File: src/shared/ep1_params.svh
// register offsets, field positions and reset values for the endpoint block
`ifndef EP1_PARAMS_SVH
`define EP1_PARAMS_SVH

// printed offsets are register indexes, not byte addresses: byte address is 4x
`define IDX_IN_CONFIG_HIGH   8'h12
`define IDX_OUT_CONTROL_LOW  8'h14
`define IDX_OUT_CONFIG_HIGH  8'h15
`define IDX_OUT_COUNT_LOW    8'h16
`define IDX_OUT_COUNT_HIGH   8'h17
`define IDX_INDEX            8'h0E
`define EP1_INDEX_VALUE      4'h1

`define BIT_DOUBLE_BUFFER    7
`define BIT_ISO              6
`define BIT_FORCE_TOGGLE     3

`define BIT_CLEAR_TOGGLE     7
`define BIT_SENT_STALL       6
`define BIT_SEND_STALL       5
`define BIT_FLUSH            4
`define BIT_DATA_ERROR       3
`define BIT_OVERRUN          2
`define BIT_FIFO_FULL        1
`define BIT_PACKET_READY     0

`define RESET_BYTE           8'h00
`define RESET_COUNT          10'h000

`endif

File: src/shared/ep1_pkg.sv
// types shared by the endpoint block
package ep1_pkg;

    typedef struct packed {
        logic       valid;
        logic       crc_error;
        logic [9:0] length;
    } rx_packet_t;

    typedef struct packed {
        logic sent;
        logic acked;
    } in_event_t;

    typedef struct packed {
        logic stall;
        logic accept;
        logic discard;
        logic toggle;
    } out_answer_t;

    typedef enum logic [2:0] {
        slots_empty = 3'b001,
        slots_one   = 3'b010,
        slots_two   = 3'b100
    } slot_state_t;

endpackage

File: src/hw/usb_endpoint1_out_control.sv
// endpoint1 out control, status and count logic with apb access
//
// Contract
// RULE1: in high byte bit 7 enables two in packet slots
// RULE2: out high byte bit 7 enables two out packet slots
// RULE3: bit 6 of each high byte selects isochronous, else bulk/interrupt
// RULE4: bulk and interrupt share identical hardware behaviour
// RULE5: force toggle set flips in toggle after every sent packet
// RULE6: force toggle clear flips in toggle only after ack
// RULE7: out interrupt on packet ready set and on stall sent
// RULE8: bulk packet received sets packet ready, interrupt, count shown
// RULE9: firmware unloads packet then writes zero to packet ready
// RULE10: send stall answers out with stall, sets sent stall, interrupts
// RULE11: send stall ignored in isochronous mode
// RULE12: double buffer second packet re-raises packet ready and interrupts
// RULE13: iso packet stored, packet ready set, interrupt raised
// RULE14: full fifo drops packet, sets overrun, interrupts
// RULE15: iso crc error still stored, ready set, data error set
// RULE16: data error cleared when software clears packet ready
// RULE17: clear toggle write resets out toggle; reads zero
// RULE18: flush drops next packet, clears ready, self clears
// RULE19: fifo full when slots used equal slots enabled
// RULE20: ten bit byte count split low and high, valid with ready
// RULE21: firmware should use double buffering for iso
// RULE22: unused bits read zero, writes ignored
// RULE23: registers mapped by the endpoint index register
// RULE24: reset clears all control, status and count bits
`timescale 1ns/1ps
`include "ep1_params.svh"

module usb_endpoint1_out_control
    import ep1_pkg::*;
(
    input  wire logic        mclk,
    input  wire logic        srst,
    input  wire logic        psel,
    input  wire logic        penable,
    input  wire logic        pwrite,
    input  wire logic [9:0]  paddr,
    input  wire logic [31:0] pwdata,
    input  wire logic [3:0]  pstrb,
    output logic      [31:0] prdata,
    output logic             pready,
    output logic             pslverr,
    input  wire rx_packet_t  rx_packet,
    input  wire logic        out_token,
    input  wire in_event_t   in_event,
    output out_answer_t      out_answer,
    output logic             out_interrupt,
    output logic             in_toggle,
    output logic             in_double_buffer_enable,
    output logic             in_iso,
    output logic             out_double_buffer_enable,
    output logic             out_iso,
    output logic             fifo_reset
);

    ////////////////////////////////////////////////////////////////////
    // bus decode

    logic       wr_en;
    logic       rd_en;
    logic [7:0] reg_index;
    logic [7:0] wbyte;
    logic [3:0] ep_index;
    logic       ep1_sel;

    assign wr_en     = psel & penable & pwrite & pready & pstrb[0];
    assign rd_en     = psel & penable & ~pwrite & pready;
    assign reg_index = paddr[9:2];
    assign wbyte     = pwdata[7:0];
    assign ep1_sel   = (ep_index == `EP1_INDEX_VALUE);

    function automatic logic hit(input logic [7:0] idx);
        hit = wr_en & (reg_index == idx) & ep1_sel;
    endfunction

    ////////////////////////////////////////////////////////////////////
    // state

    logic        in_force_toggle;
    logic        send_stall;
    logic        sent_stall_flag;
    logic        overrun_flag;
    logic        data_error_flag;
    logic        out_packet_ready;
    logic        out_toggle;
    logic        flush_busy;
    logic [9:0]  count_first;
    logic [9:0]  count_second;
    logic        err_second;
    slot_state_t slots;
    logic        out_fifo_full;
    logic        stall_now;
    logic        rx_ok;
    logic        rx_drop;
    logic        sw_clear_ready;
    logic        pop;
    logic        ctl_wr;

    // bulk and interrupt never take separate paths
    assign stall_now = out_token & send_stall & ~out_iso; // RULE10 RULE11 RULE4
    assign out_fifo_full = out_double_buffer_enable ?
                           (slots == slots_two) :
                           (slots != slots_empty); // RULE19
    assign rx_ok   = rx_packet.valid & ~stall_now & ~out_fifo_full
                     & (out_iso | ~rx_packet.crc_error);
    assign rx_drop = rx_packet.valid & ~stall_now & out_fifo_full; // RULE14
    assign ctl_wr  = hit(`IDX_OUT_CONTROL_LOW);
    assign sw_clear_ready = ctl_wr & out_packet_ready
                            & ~wbyte[`BIT_PACKET_READY]; // RULE9
    assign pop = sw_clear_ready | (ctl_wr & wbyte[`BIT_FLUSH]
                 & (slots != slots_empty)); // RULE18

    ////////////////////////////////////////////////////////////////////
    // index register

    always_ff @(posedge mclk) begin
        if (srst) begin
            ep_index <= 4'h0;
        end else if (wr_en && reg_index == `IDX_INDEX) begin
            ep_index <= wbyte[3:0]; // RULE23
        end
    end

    ////////////////////////////////////////////////////////////////////
    // configuration bytes

    always_ff @(posedge mclk) begin
        if (srst) begin
            in_double_buffer_enable <= 1'b0; // RULE24
            in_iso                  <= 1'b0;
            in_force_toggle         <= 1'b0;
        end else if (hit(`IDX_IN_CONFIG_HIGH)) begin
            in_double_buffer_enable <= wbyte[`BIT_DOUBLE_BUFFER]; // RULE1
            in_iso                  <= wbyte[`BIT_ISO]; // RULE3
            in_force_toggle         <= wbyte[`BIT_FORCE_TOGGLE];
        end
    end

    always_ff @(posedge mclk) begin
        if (srst) begin
            out_double_buffer_enable <= 1'b0;
            out_iso                  <= 1'b0;
        end else if (hit(`IDX_OUT_CONFIG_HIGH)) begin
            out_double_buffer_enable <= wbyte[`BIT_DOUBLE_BUFFER]; // RULE2
            out_iso                  <= wbyte[`BIT_ISO]; // RULE3
        end
    end

    ////////////////////////////////////////////////////////////////////
    // in data toggle

    always_ff @(posedge mclk) begin
        if (srst) begin
            in_toggle <= 1'b0;
        end else if (in_event.sent && in_force_toggle) begin
            in_toggle <= ~in_toggle; // RULE5
        end else if (in_event.sent && in_event.acked) begin
            in_toggle <= ~in_toggle; // RULE6
        end
    end

    ////////////////////////////////////////////////////////////////////
    // send stall and sent stall flag

    always_ff @(posedge mclk) begin
        if (srst) begin
            send_stall <= 1'b0;
        end else if (ctl_wr) begin
            send_stall <= wbyte[`BIT_SEND_STALL];
        end
    end

    // hardware set wins over a software clear in the same cycle
    always_ff @(posedge mclk) begin
        if (srst) begin
            sent_stall_flag <= 1'b0;
        end else if (stall_now) begin
            sent_stall_flag <= 1'b1; // RULE10
        end else if (ctl_wr && !wbyte[`BIT_SENT_STALL]) begin
            sent_stall_flag <= 1'b0;
        end
    end

    always_ff @(posedge mclk) begin
        if (srst) begin
            overrun_flag <= 1'b0;
        end else if (rx_drop) begin
            overrun_flag <= 1'b1; // RULE14
        end else if (ctl_wr && !wbyte[`BIT_OVERRUN]) begin
            overrun_flag <= 1'b0;
        end
    end

    ////////////////////////////////////////////////////////////////////
    // packet slots, ready flag and counts

    always_ff @(posedge mclk) begin
        if (srst) begin
            slots <= slots_empty;
        end else begin
            unique case (slots)
                slots_empty: if (rx_ok) slots <= slots_one;
                slots_one: begin
                    if (rx_ok && !pop) begin
                        slots <= slots_two; // RULE2
                    end else if (pop && !rx_ok) begin
                        slots <= slots_empty;
                    end
                end
                slots_two: if (pop) slots <= slots_one;
                default: slots <= slots_empty;
            endcase
        end
    end

    // second packet takes over the head on a pop
    always_ff @(posedge mclk) begin
        if (srst) begin
            count_first     <= `RESET_COUNT;
            count_second    <= `RESET_COUNT;
            err_second      <= 1'b0;
            data_error_flag <= 1'b0;
        end else begin
            if (rx_ok && (slots == slots_empty ||
                          (slots == slots_one && pop))) begin
                count_first     <= rx_packet.length; // RULE8 RULE20
                data_error_flag <= out_iso & rx_packet.crc_error; // RULE15
            end else if (rx_ok) begin
                count_second <= rx_packet.length;
                err_second   <= out_iso & rx_packet.crc_error;
            end else if (pop && slots == slots_two) begin
                count_first     <= count_second; // RULE12
                data_error_flag <= err_second;
            end else if (pop) begin
                data_error_flag <= 1'b0; // RULE16
            end
        end
    end

    always_ff @(posedge mclk) begin
        if (srst) begin
            out_packet_ready <= 1'b0;
        end else if (rx_ok) begin
            out_packet_ready <= 1'b1; // RULE8 RULE13
        end else if (pop) begin
            out_packet_ready <= (slots == slots_two); // RULE12 RULE18
        end
    end

    always_ff @(posedge mclk) begin
        if (srst) begin
            flush_busy <= 1'b0;
            fifo_reset <= 1'b0;
        end else begin
            flush_busy <= ctl_wr & wbyte[`BIT_FLUSH]; // RULE18
            fifo_reset <= ctl_wr & wbyte[`BIT_FLUSH];
        end
    end

    always_ff @(posedge mclk) begin
        if (srst) begin
            out_toggle <= 1'b0;
        end else if (ctl_wr && wbyte[`BIT_CLEAR_TOGGLE]) begin
            out_toggle <= 1'b0; // RULE17
        end else if (rx_ok && !out_iso) begin
            out_toggle <= ~out_toggle;
        end
    end

    ////////////////////////////////////////////////////////////////////
    // link answers and interrupt

    always_ff @(posedge mclk) begin
        if (srst) begin
            out_answer    <= '0;
            out_interrupt <= 1'b0;
        end else begin
            out_answer.stall   <= stall_now;
            out_answer.accept  <= rx_ok;
            out_answer.discard <= rx_drop;
            out_answer.toggle  <= out_toggle;
            out_interrupt <= rx_ok | stall_now | rx_drop
                             | (pop && slots == slots_two); // RULE7 RULE12
        end
    end

    ////////////////////////////////////////////////////////////////////
    // apb read and ready

    logic [7:0] rbyte;

    always_comb begin
        rbyte = `RESET_BYTE;
        if (reg_index == `IDX_INDEX) begin
            rbyte = {4'h0, ep_index};
        end else if (ep1_sel) begin
            unique case (reg_index)
                `IDX_IN_CONFIG_HIGH: rbyte = {in_double_buffer_enable,
                    in_iso, 2'b00, in_force_toggle, 3'b000}; // RULE22
                `IDX_OUT_CONTROL_LOW: rbyte = {1'b0, sent_stall_flag,
                    send_stall, flush_busy, data_error_flag, overrun_flag,
                    out_fifo_full, out_packet_ready}; // RULE17
                `IDX_OUT_CONFIG_HIGH: rbyte = {out_double_buffer_enable,
                    out_iso, 6'b000000}; // RULE22
                `IDX_OUT_COUNT_LOW: rbyte = count_first[7:0]; // RULE20
                `IDX_OUT_COUNT_HIGH: rbyte = {6'b000000, count_first[9:8]};
                default: rbyte = `RESET_BYTE;
            endcase
        end
    end

    // no wait state: ready rises in the first access cycle
    always_ff @(posedge mclk) begin
        if (srst) begin
            pready  <= 1'b0;
            prdata  <= 32'h00000000;
            pslverr <= 1'b0;
        end else begin
            pready  <= psel & ~penable;
            prdata  <= {24'h000000, rbyte};
            pslverr <= 1'b0;
        end
    end

    logic unused_rd;
    assign unused_rd = rd_en;

endmodule

File: config.mk
export PLATFORM = sky130hd
export DESIGN_NAME = usb_endpoint1_out_control
export DESIGN_NICKNAME = d
export VERILOG_FILES = /design/src/shared/ep1_pkg.sv /design/src/hw/usb_endpoint1_out_control.sv
export VERILOG_INCLUDE_DIRS = /design/src /design/src/shared
export SDC_FILE = /design/constraint.sdc
export NUM_CORES = 1
export LEC_CHECK = 0
export ABC_CLOCK_PERIOD_IN_PS = 2300
export BUFFER_PORTS_ARGS = -buffer_cell sky130_fd_sc_hd__buf_2
export CAP_MARGIN = 20
export CORE_AREA = 2 2 101 103
export DETAILED_ROUTE_END_ITERATION = 7
export DIE_AREA = 0 0 103 105
export SYNTH_ARGS = -nofsm -noshare
export SYNTH_HDL_FRONTEND = slang
export SYNTH_SLANG_ARGS = --single-unit
File: constraint.sdc
create_clock -name mclk -period 2.3 [get_ports mclk]
set_input_delay 0.23 -clock mclk [delete_from_list [all_inputs] [get_ports mclk]]
set_output_delay 0.23 -clock mclk [all_outputs]
set_load 0.02 [all_outputs]
# Word-level counts from Yosys, hierarchy flattened
# Cells that the tools add are included.
word_totals:
  register_bits: 79
  word_cells: 133
classes:
  n_eq_ne: 15
  mux: 24
  n_bitwise: 37
  reduce_logical: 30
ops:
  columns: ["operator", "count"]
  rows:
  - ["== test 8 x 5 -> 1 bit (second input constant)", 5]
  - ["one-hot mux 8 bit (5 select lines)", 1]
  - ["two-way mux 10 bit", 3]
  - ["AND 1 bit", 22]
  - ["two-way mux 8 bit", 2]
  - ["two-way mux 1 bit", 13]
  - ["logical AND 1 bit", 12]
  - ["two-way mux 3 bit", 4]
  - ["NOT 1 bit", 10]
  - ["nonzero test 2 bit", 5]
  - ["one-hot mux 3 bit (3 select lines)", 1]
  - ["== test 8 x 4 -> 1 bit (second input constant)", 1]
  - ["AND reduction 2 bit", 3]
  - ["logical NOT 1 bit", 5]
  - ["bitwise OR 1 bit", 5]
  - ["== test 4 x 1 -> 1 bit (second input constant)", 1]
  - ["!= test 2 bit (second input constant)", 2]
  - ["== test 3 x 1 -> 1 bit (second input constant)", 1]
  - ["== test 3 x 2 -> 1 bit (second input constant)", 1]
  - ["== test 3 bit (second input constant)", 1]
  - ["!= test 3 x 1 -> 1 bit (second input constant)", 1]
  - ["!= test 3 bit (second input constant)", 1]
  - ["AND reduction 3 bit", 1]
  - ["nonzero test 3 bit", 1]
  - ["other kinds (4)", 4]

# Depth between registers and ports, before layout
depth:
  word_depth: 14
  mapped_depth: 11

# Worst setup path after synthesis
# OpenSTA, ideal clock, no wires.
synth_timing:
  path_type: "reg-to-reg"
  from: "register out_iso"
  to: "register slots[0]"
  arrival_time_ns: 2.366
  t_required_ns: 2.230
  slack_ns: -0.137
  path_stages_with_launch: 12
  path_buffers: 2
  period_less_slack_ns: 2.437
  cell_sequence: "dfxtp_1 clkbuf_1 o21ai_0 nor3_2 clkbuf_1 inv_1 ha_1 inv_1 o21ai_0 a2bb2oi_1 nor2_1 o21bai_1"
synth_via:
  elab_chain_len: 10
synth_lines:
  columns: ["element", "line_no", "source"]
  rows:
  - ["from (decl)", "usb_endpoint1_out_control.sv:54", "output logic out_iso,"]
  - ["from (signal assigned)", "usb_endpoint1_out_control.sv:147", "out_iso <= wbyte[`BIT_ISO];"]
  - ["NOT 1 bit", "usb_endpoint1_out_control.sv:102", "assign stall_now = out_token & send_stall & ~out_iso;"]
  - ["AND 1 bit", "usb_endpoint1_out_control.sv:102", null]
  - ["NOT 1 bit", "usb_endpoint1_out_control.sv:106", "assign rx_ok = rx_packet.valid & ~stall_now & ~out_fifo_full"]
  - ["AND 1 bit (2 in series)", "usb_endpoint1_out_control.sv:106", null]
  - ["AND 1 bit *", "usb_endpoint1_out_control.sv:107", "& (out_iso | ~rx_packet.crc_error);"]
  - ["net rx_ok", "usb_endpoint1_out_control.sv:95", "logic rx_ok;"]
  - ["logical NOT 1 bit", "usb_endpoint1_out_control.sv:208", "end else if (pop && !rx_ok) begin"]
  - ["logical AND 1 bit", "usb_endpoint1_out_control.sv:208", null]
  - ["!= test 3 bit (no line)", null, null]
  - ["AND reduction 3 bit (no line)", null, null]
  - ["to (signal assigned)", "usb_endpoint1_out_control.sv:207", "slots <= slots_two;"]
  - ["to (signal assigned)", "usb_endpoint1_out_control.sv:209", "slots <= slots_empty;"]
  - ["to (signal assigned)", "usb_endpoint1_out_control.sv:212", "slots_two: if (pop) slots <= slots_one;"]
  - ["to (decl)", "usb_endpoint1_out_control.sv:92", "slot_state_t slots;"]
# The timed path passes the listed nets; every way through them passes the cells marked *.
# A chain may end at the register's enable or synchronous reset.

# Worst setup path after layout
layout_timing:
  from: "register ep_index[1]"
  to: "register slots[0]"
layout_via:
  elab_chain_len: 9
layout_lines:
  columns: ["element", "line_no", "source"]
  rows:
  - ["from (decl)", "usb_endpoint1_out_control.sv:65", "logic [3:0] ep_index;"]
  - ["from (signal assigned)", "usb_endpoint1_out_control.sv:122", "ep_index <= wbyte[3:0];"]
  - ["== test 4 x 1 -> 1 bit (no line) *", null, null]
  - ["AND 1 bit *", "usb_endpoint1_out_control.sv:75", "hit = wr_en & (reg_index == idx) & ep1_sel;"]
  - ["AND 1 bit (on tied branches) (2 in series)", "usb_endpoint1_out_control.sv:110, usb_endpoint1_out_control.sv:112", null]
  - ["bitwise OR 1 bit *", "usb_endpoint1_out_control.sv:112", "assign pop = sw_clear_ready | (ctl_wr & wbyte[`BIT_FLUSH]"]
  - ["logical NOT 1 bit", "usb_endpoint1_out_control.sv:206", "if (rx_ok && !pop) begin"]
  - ["logical AND 1 bit", "usb_endpoint1_out_control.sv:206", null]
  - ["!= test 3 bit (no line) or two-way mux 3 bit (tied branches)", null, null]
  - ["AND reduction 3 bit (no line) or one-hot mux 3 bit (3 select lines) (tied branches)", null, null]
  - ["to (signal assigned)", "usb_endpoint1_out_control.sv:204", "slots_empty: if (rx_ok) slots <= slots_one;"]
  - ["to (signal assigned)", "usb_endpoint1_out_control.sv:207", null]
  - ["to (signal assigned)", "usb_endpoint1_out_control.sv:209", null]
# Every way passes the cells marked *; elsewhere a longest branch is shown, timed or not.

==> flow_metrics.tcl <==
set metrics [dict create \
    crit_start "ep_index[1]$_SDFFE_PP0P_" \
    ctsHtreeMaxLevel 2 \
    die_y_um 105 \
    drt_wl_total_um 7880 \
    drt-initial-drc-count 137 \
    io_buffer_count 56 \
    cp_data_arrival_time_ns 2.40 \
    synth.largest_area_cell "dfxtp_1" \
    gp_congestion 0.839 \
    yosys-top-cells-count "55 x dfxtp_1, 27 x a21oi_1, 27 x buf_4" \
    cts_tree "built" \
    max_freq_mhz 461 \
    p_per_area_mw_per_mm2 559 \
    io_pins 111 \
    synth_top_cell_area_share_pct 38.2 \
    cts_root_buf "clkbuf_8" \
    yosysMostFrequentCell "dfxtp_1" \
    leakage_nw 1.34 \
    cts.clk_slew.worst_paths_ns 0.10 \
    status "complete, no violations" \
    grt_antenna_before_repair 0 \
    via_per_inst 4.84 \
    r2r_start "ep_index[1]$_SDFFE_PP0P_" \
    grt_max_degree 49 \
    crit_path_start_kind "flop" \
    relSlewSlack_pct 61.0 \
    r2r_end "slots[0]$_SDFFE_PP1P_" \
    die_w_um 103 \
    cp-end-kind "flop" \
    path_class "flop to flop" \
    worst_pin_slew_ns 0.585 \
    synth_cells 317 \
    p_comb_share_pct 14.3 \
    crit_family "simple AND/OR/NAND/NOR gates" \
    clk_latency_ns 0.31 \
    via_count 2505 \
    synthArstFlopShare_pct 0 \
    wl_per_cell_um 15.2 \
    finish.instance_area_mm2 0.00345 \
    hold_viol_final 0 \
    drive_gt1_share_pct 29.4 \
    utilization_pct 35.8 \
    r2r.worst_path.cells 10 \
    ff2ff_setup_slack_ns 0.13 \
    clk_path_buf_depth 2 \
    yosysWarnings 0 \
    cts-buffers-inserted 5 \
    p_seq_share_pct 51.7 \
    crit_slowest_cell "dfxtp_2" \
    dp_hpwl_um 5840 \
    syn-cell-area_mm2 0.00288 \
    ys_ff_latch 55 \
    clockPowerShare_pct 34.1 \
    design.core.area_mm2 0.00964 \
    crit_chain "nor4b_4 > and4_1 > nand2_2 > or2_4 > ha_4 > inv_1 > o21ai_1 > a2bb2oi_1 > nor2_1 > o21bai_1" \
    grt_pass1_wl_um 12600 \
    switching_share_pct 26.8 \
    placed_cells 510 \
    synth_cell_types 58 \
    drc 0 \
    crit_end "slots[0]$_SDFFE_PP1P_" \
    cpPeakStageDelay_ns 0.36 \
    avgSynthCellArea_um2 9.09 \
    report.final.slew_viol_count 0 \
    fin_crit_sh_pct 94.3 \
    required_ns 2.53 \
    layoutNonFillerInstCount 518 \
    start_util_pct 29.9 \
    rows 36 \
    synth_edf_count 0 \
    min_path_type "primary input to flop" \
    total_power_mw 1.93 \
    fin_skew_ns 0.0158 \
    p_int_mw 1.41 \
    path_max_fanout 3 \
    yosysSeqAreaShare_pct 38.2 \
    drt-pass1-iter-count 4 \
    min_period_ns 2.17 \
    grt.total_usage_pct 14.8 \
    path_buf_inv 1 \
    dpl-instance-area_mm2 0.00332 \
    setup_violations 0 \
    synthTopCellsByArea "dfxtp_1 38%, mux2i_1 8.7%, buf_4 7.0%" \
    areaGrowthSynthToFinish_pct 19.8 \
    power_switching_uw 517 \
    cp.depth 10 \
    grt_pass1_vias 2452 \
    grt_overflow 0 \
    die_area_mm2 0.0108 \
    clock-sinks 55 \
    ant_nets 0 \
    synth_flop_cell "dfxtp_1" \
    tns_ns 0 \
    antennaDiodeCount 0 \
    drv_cap 0 \
    peakVddDrop_mv 0.351 \
    rsz0062_at_grt "no" \
    fin_nets 452 \
]
worst register-to-register path: stages, from the launching register on:
cell	delay, ns
dfxtp_2	0.36
nor4b_4	0.33
and4_1	0.27
nand2_2	0.07
or2_4	0.28
ha_4	0.27
inv_1	0.05
o21ai_1	0.11
a2bb2oi_1	0.17
nor2_1	0.06
o21bai_1	0.14
layout make-up:
cell class	instances	area [um^2]
fillers	1044	6190
repair buffers	80	460
inverters	6	22.5
flip-flops and latches	55	1100
clock buffers	6	72.6
clock inverters	2	38.8
well taps	133	166
multi-input cells	236	1590
metrics by stage:
stage | hold slack, ns | worst slack [ns]
floorplan | 0.306 | 0.00121
global placement | 0.405 | 0.0361
detailed placement | 0.408 | 0.0292
CTS | 0.0822 | 0.00490
global route | 0.0851 | 0.0217
finish | 0.0884 | 0.132
kinds of logic (layout without fill, tap and decap cells):
| kind of cell | count (synthesis) | in the layout | share of synthesized area (%) |
|---|---|---|---|
| DFF | 55 | 55 | 38.2 |
| xor gates and xnor gates | 2 | 2 | 0.608 |
| buffers and inverters | 50 | 94 | 10.4 |
| muxes | 27 | 27 | 9.47 |
| other | 1 | 25 | 0.130 |
| and+or+nand+nor | 85 | 85 | 17.6 |
| AOI/OAI and AO/OA | 95 | 95 | 22.7 |
| adders and majority gates | 2 | 2 | 0.869 |
worst min path at each step:
stage	from	depth (start not counted)	endpoint	slack, ns
2_1_floorplan	penable	1	pready$_SDFF_PP0_	0.31
3_3_place_gp	penable	2	pready$_SDFF_PP0_	0.40
3_5_place_dp	penable	2	pready$_SDFF_PP0_	0.41
4_1_cts	penable	2	pready$_SDFF_PP0_	0.08
5_1_grt	penable	2	pready$_SDFF_PP0_	0.09
6_report	penable	2	pready$_SDFF_PP0_	0.09
routing by layer:
metal | global-route usage [%] | up-vias | part of all wire [%]
met4 | 2.44 | 0 | 0.33
met5 | 0 | - | 0
met1 | 20.2 | 1204 | 46
li1 | - | 1238 | -
met2 | 24.1 | 61 | 48
met3 | 3.08 | 2 | 5.2
cells in the final DEF (no fill, tap or decap), types with 2 or more instances in the layout:
cell / instances
a211oi_2: 10
a21oi_1: 27
a22o_1: 2
a22oi_1: 4
buf_2: 56
buf_4: 24
clkbuf_8: 5
conb_1: 25
dfxtp_1: 53
dfxtp_2: 2
inv_1: 6
mux2_2: 2
mux2i_1: 25
nand2_1: 10
nand3_1: 3
nand4_1: 3
nand4b_1: 3
nor2_1: 24
nor2b_1: 10
nor3_1: 6
nor3_2: 2
nor3b_1: 3
nor4_1: 3
o2111ai_1: 3
o211ai_1: 10
o21ai_0: 24
o21bai_1: 2
o31ai_1: 2
what timing repair did:
action                                  4_1_cts  5_1_grt
hold buffers                                  0        0
resized for setup                             1        5
buffers inserted                              0        0
endpoints found under the setup margin        1        9
hold endpoints to repair                      0        0
pin swaps                                     2        3
state kept, by name, summed over array words and instances (netlist names), 3 cells and up:
| name | flops |
|---|---|
| count_first | 10 |
| count_second | 10 |
| prdata | 8 |
| ep_index | 4 |
| out_answer | 4 |
| slots | 3 |
power by group through the flow:
stage | Clock [mW] | Combinational [mW] | Sequential, mW
3_5_place_dp | 0 | 0.270 | 1.02
2_1_floorplan | 0 | 0.200 | 1.02
3_3_place_gp | 0 | 0.269 | 1.02
5_1_grt | 0.711 | 0.303 | 1.00
4_1_cts | 0.670 | 0.272 | 0.997
6_report | 0.658 | 0.275 | 0.997
(Power assumes the default switching activity.)
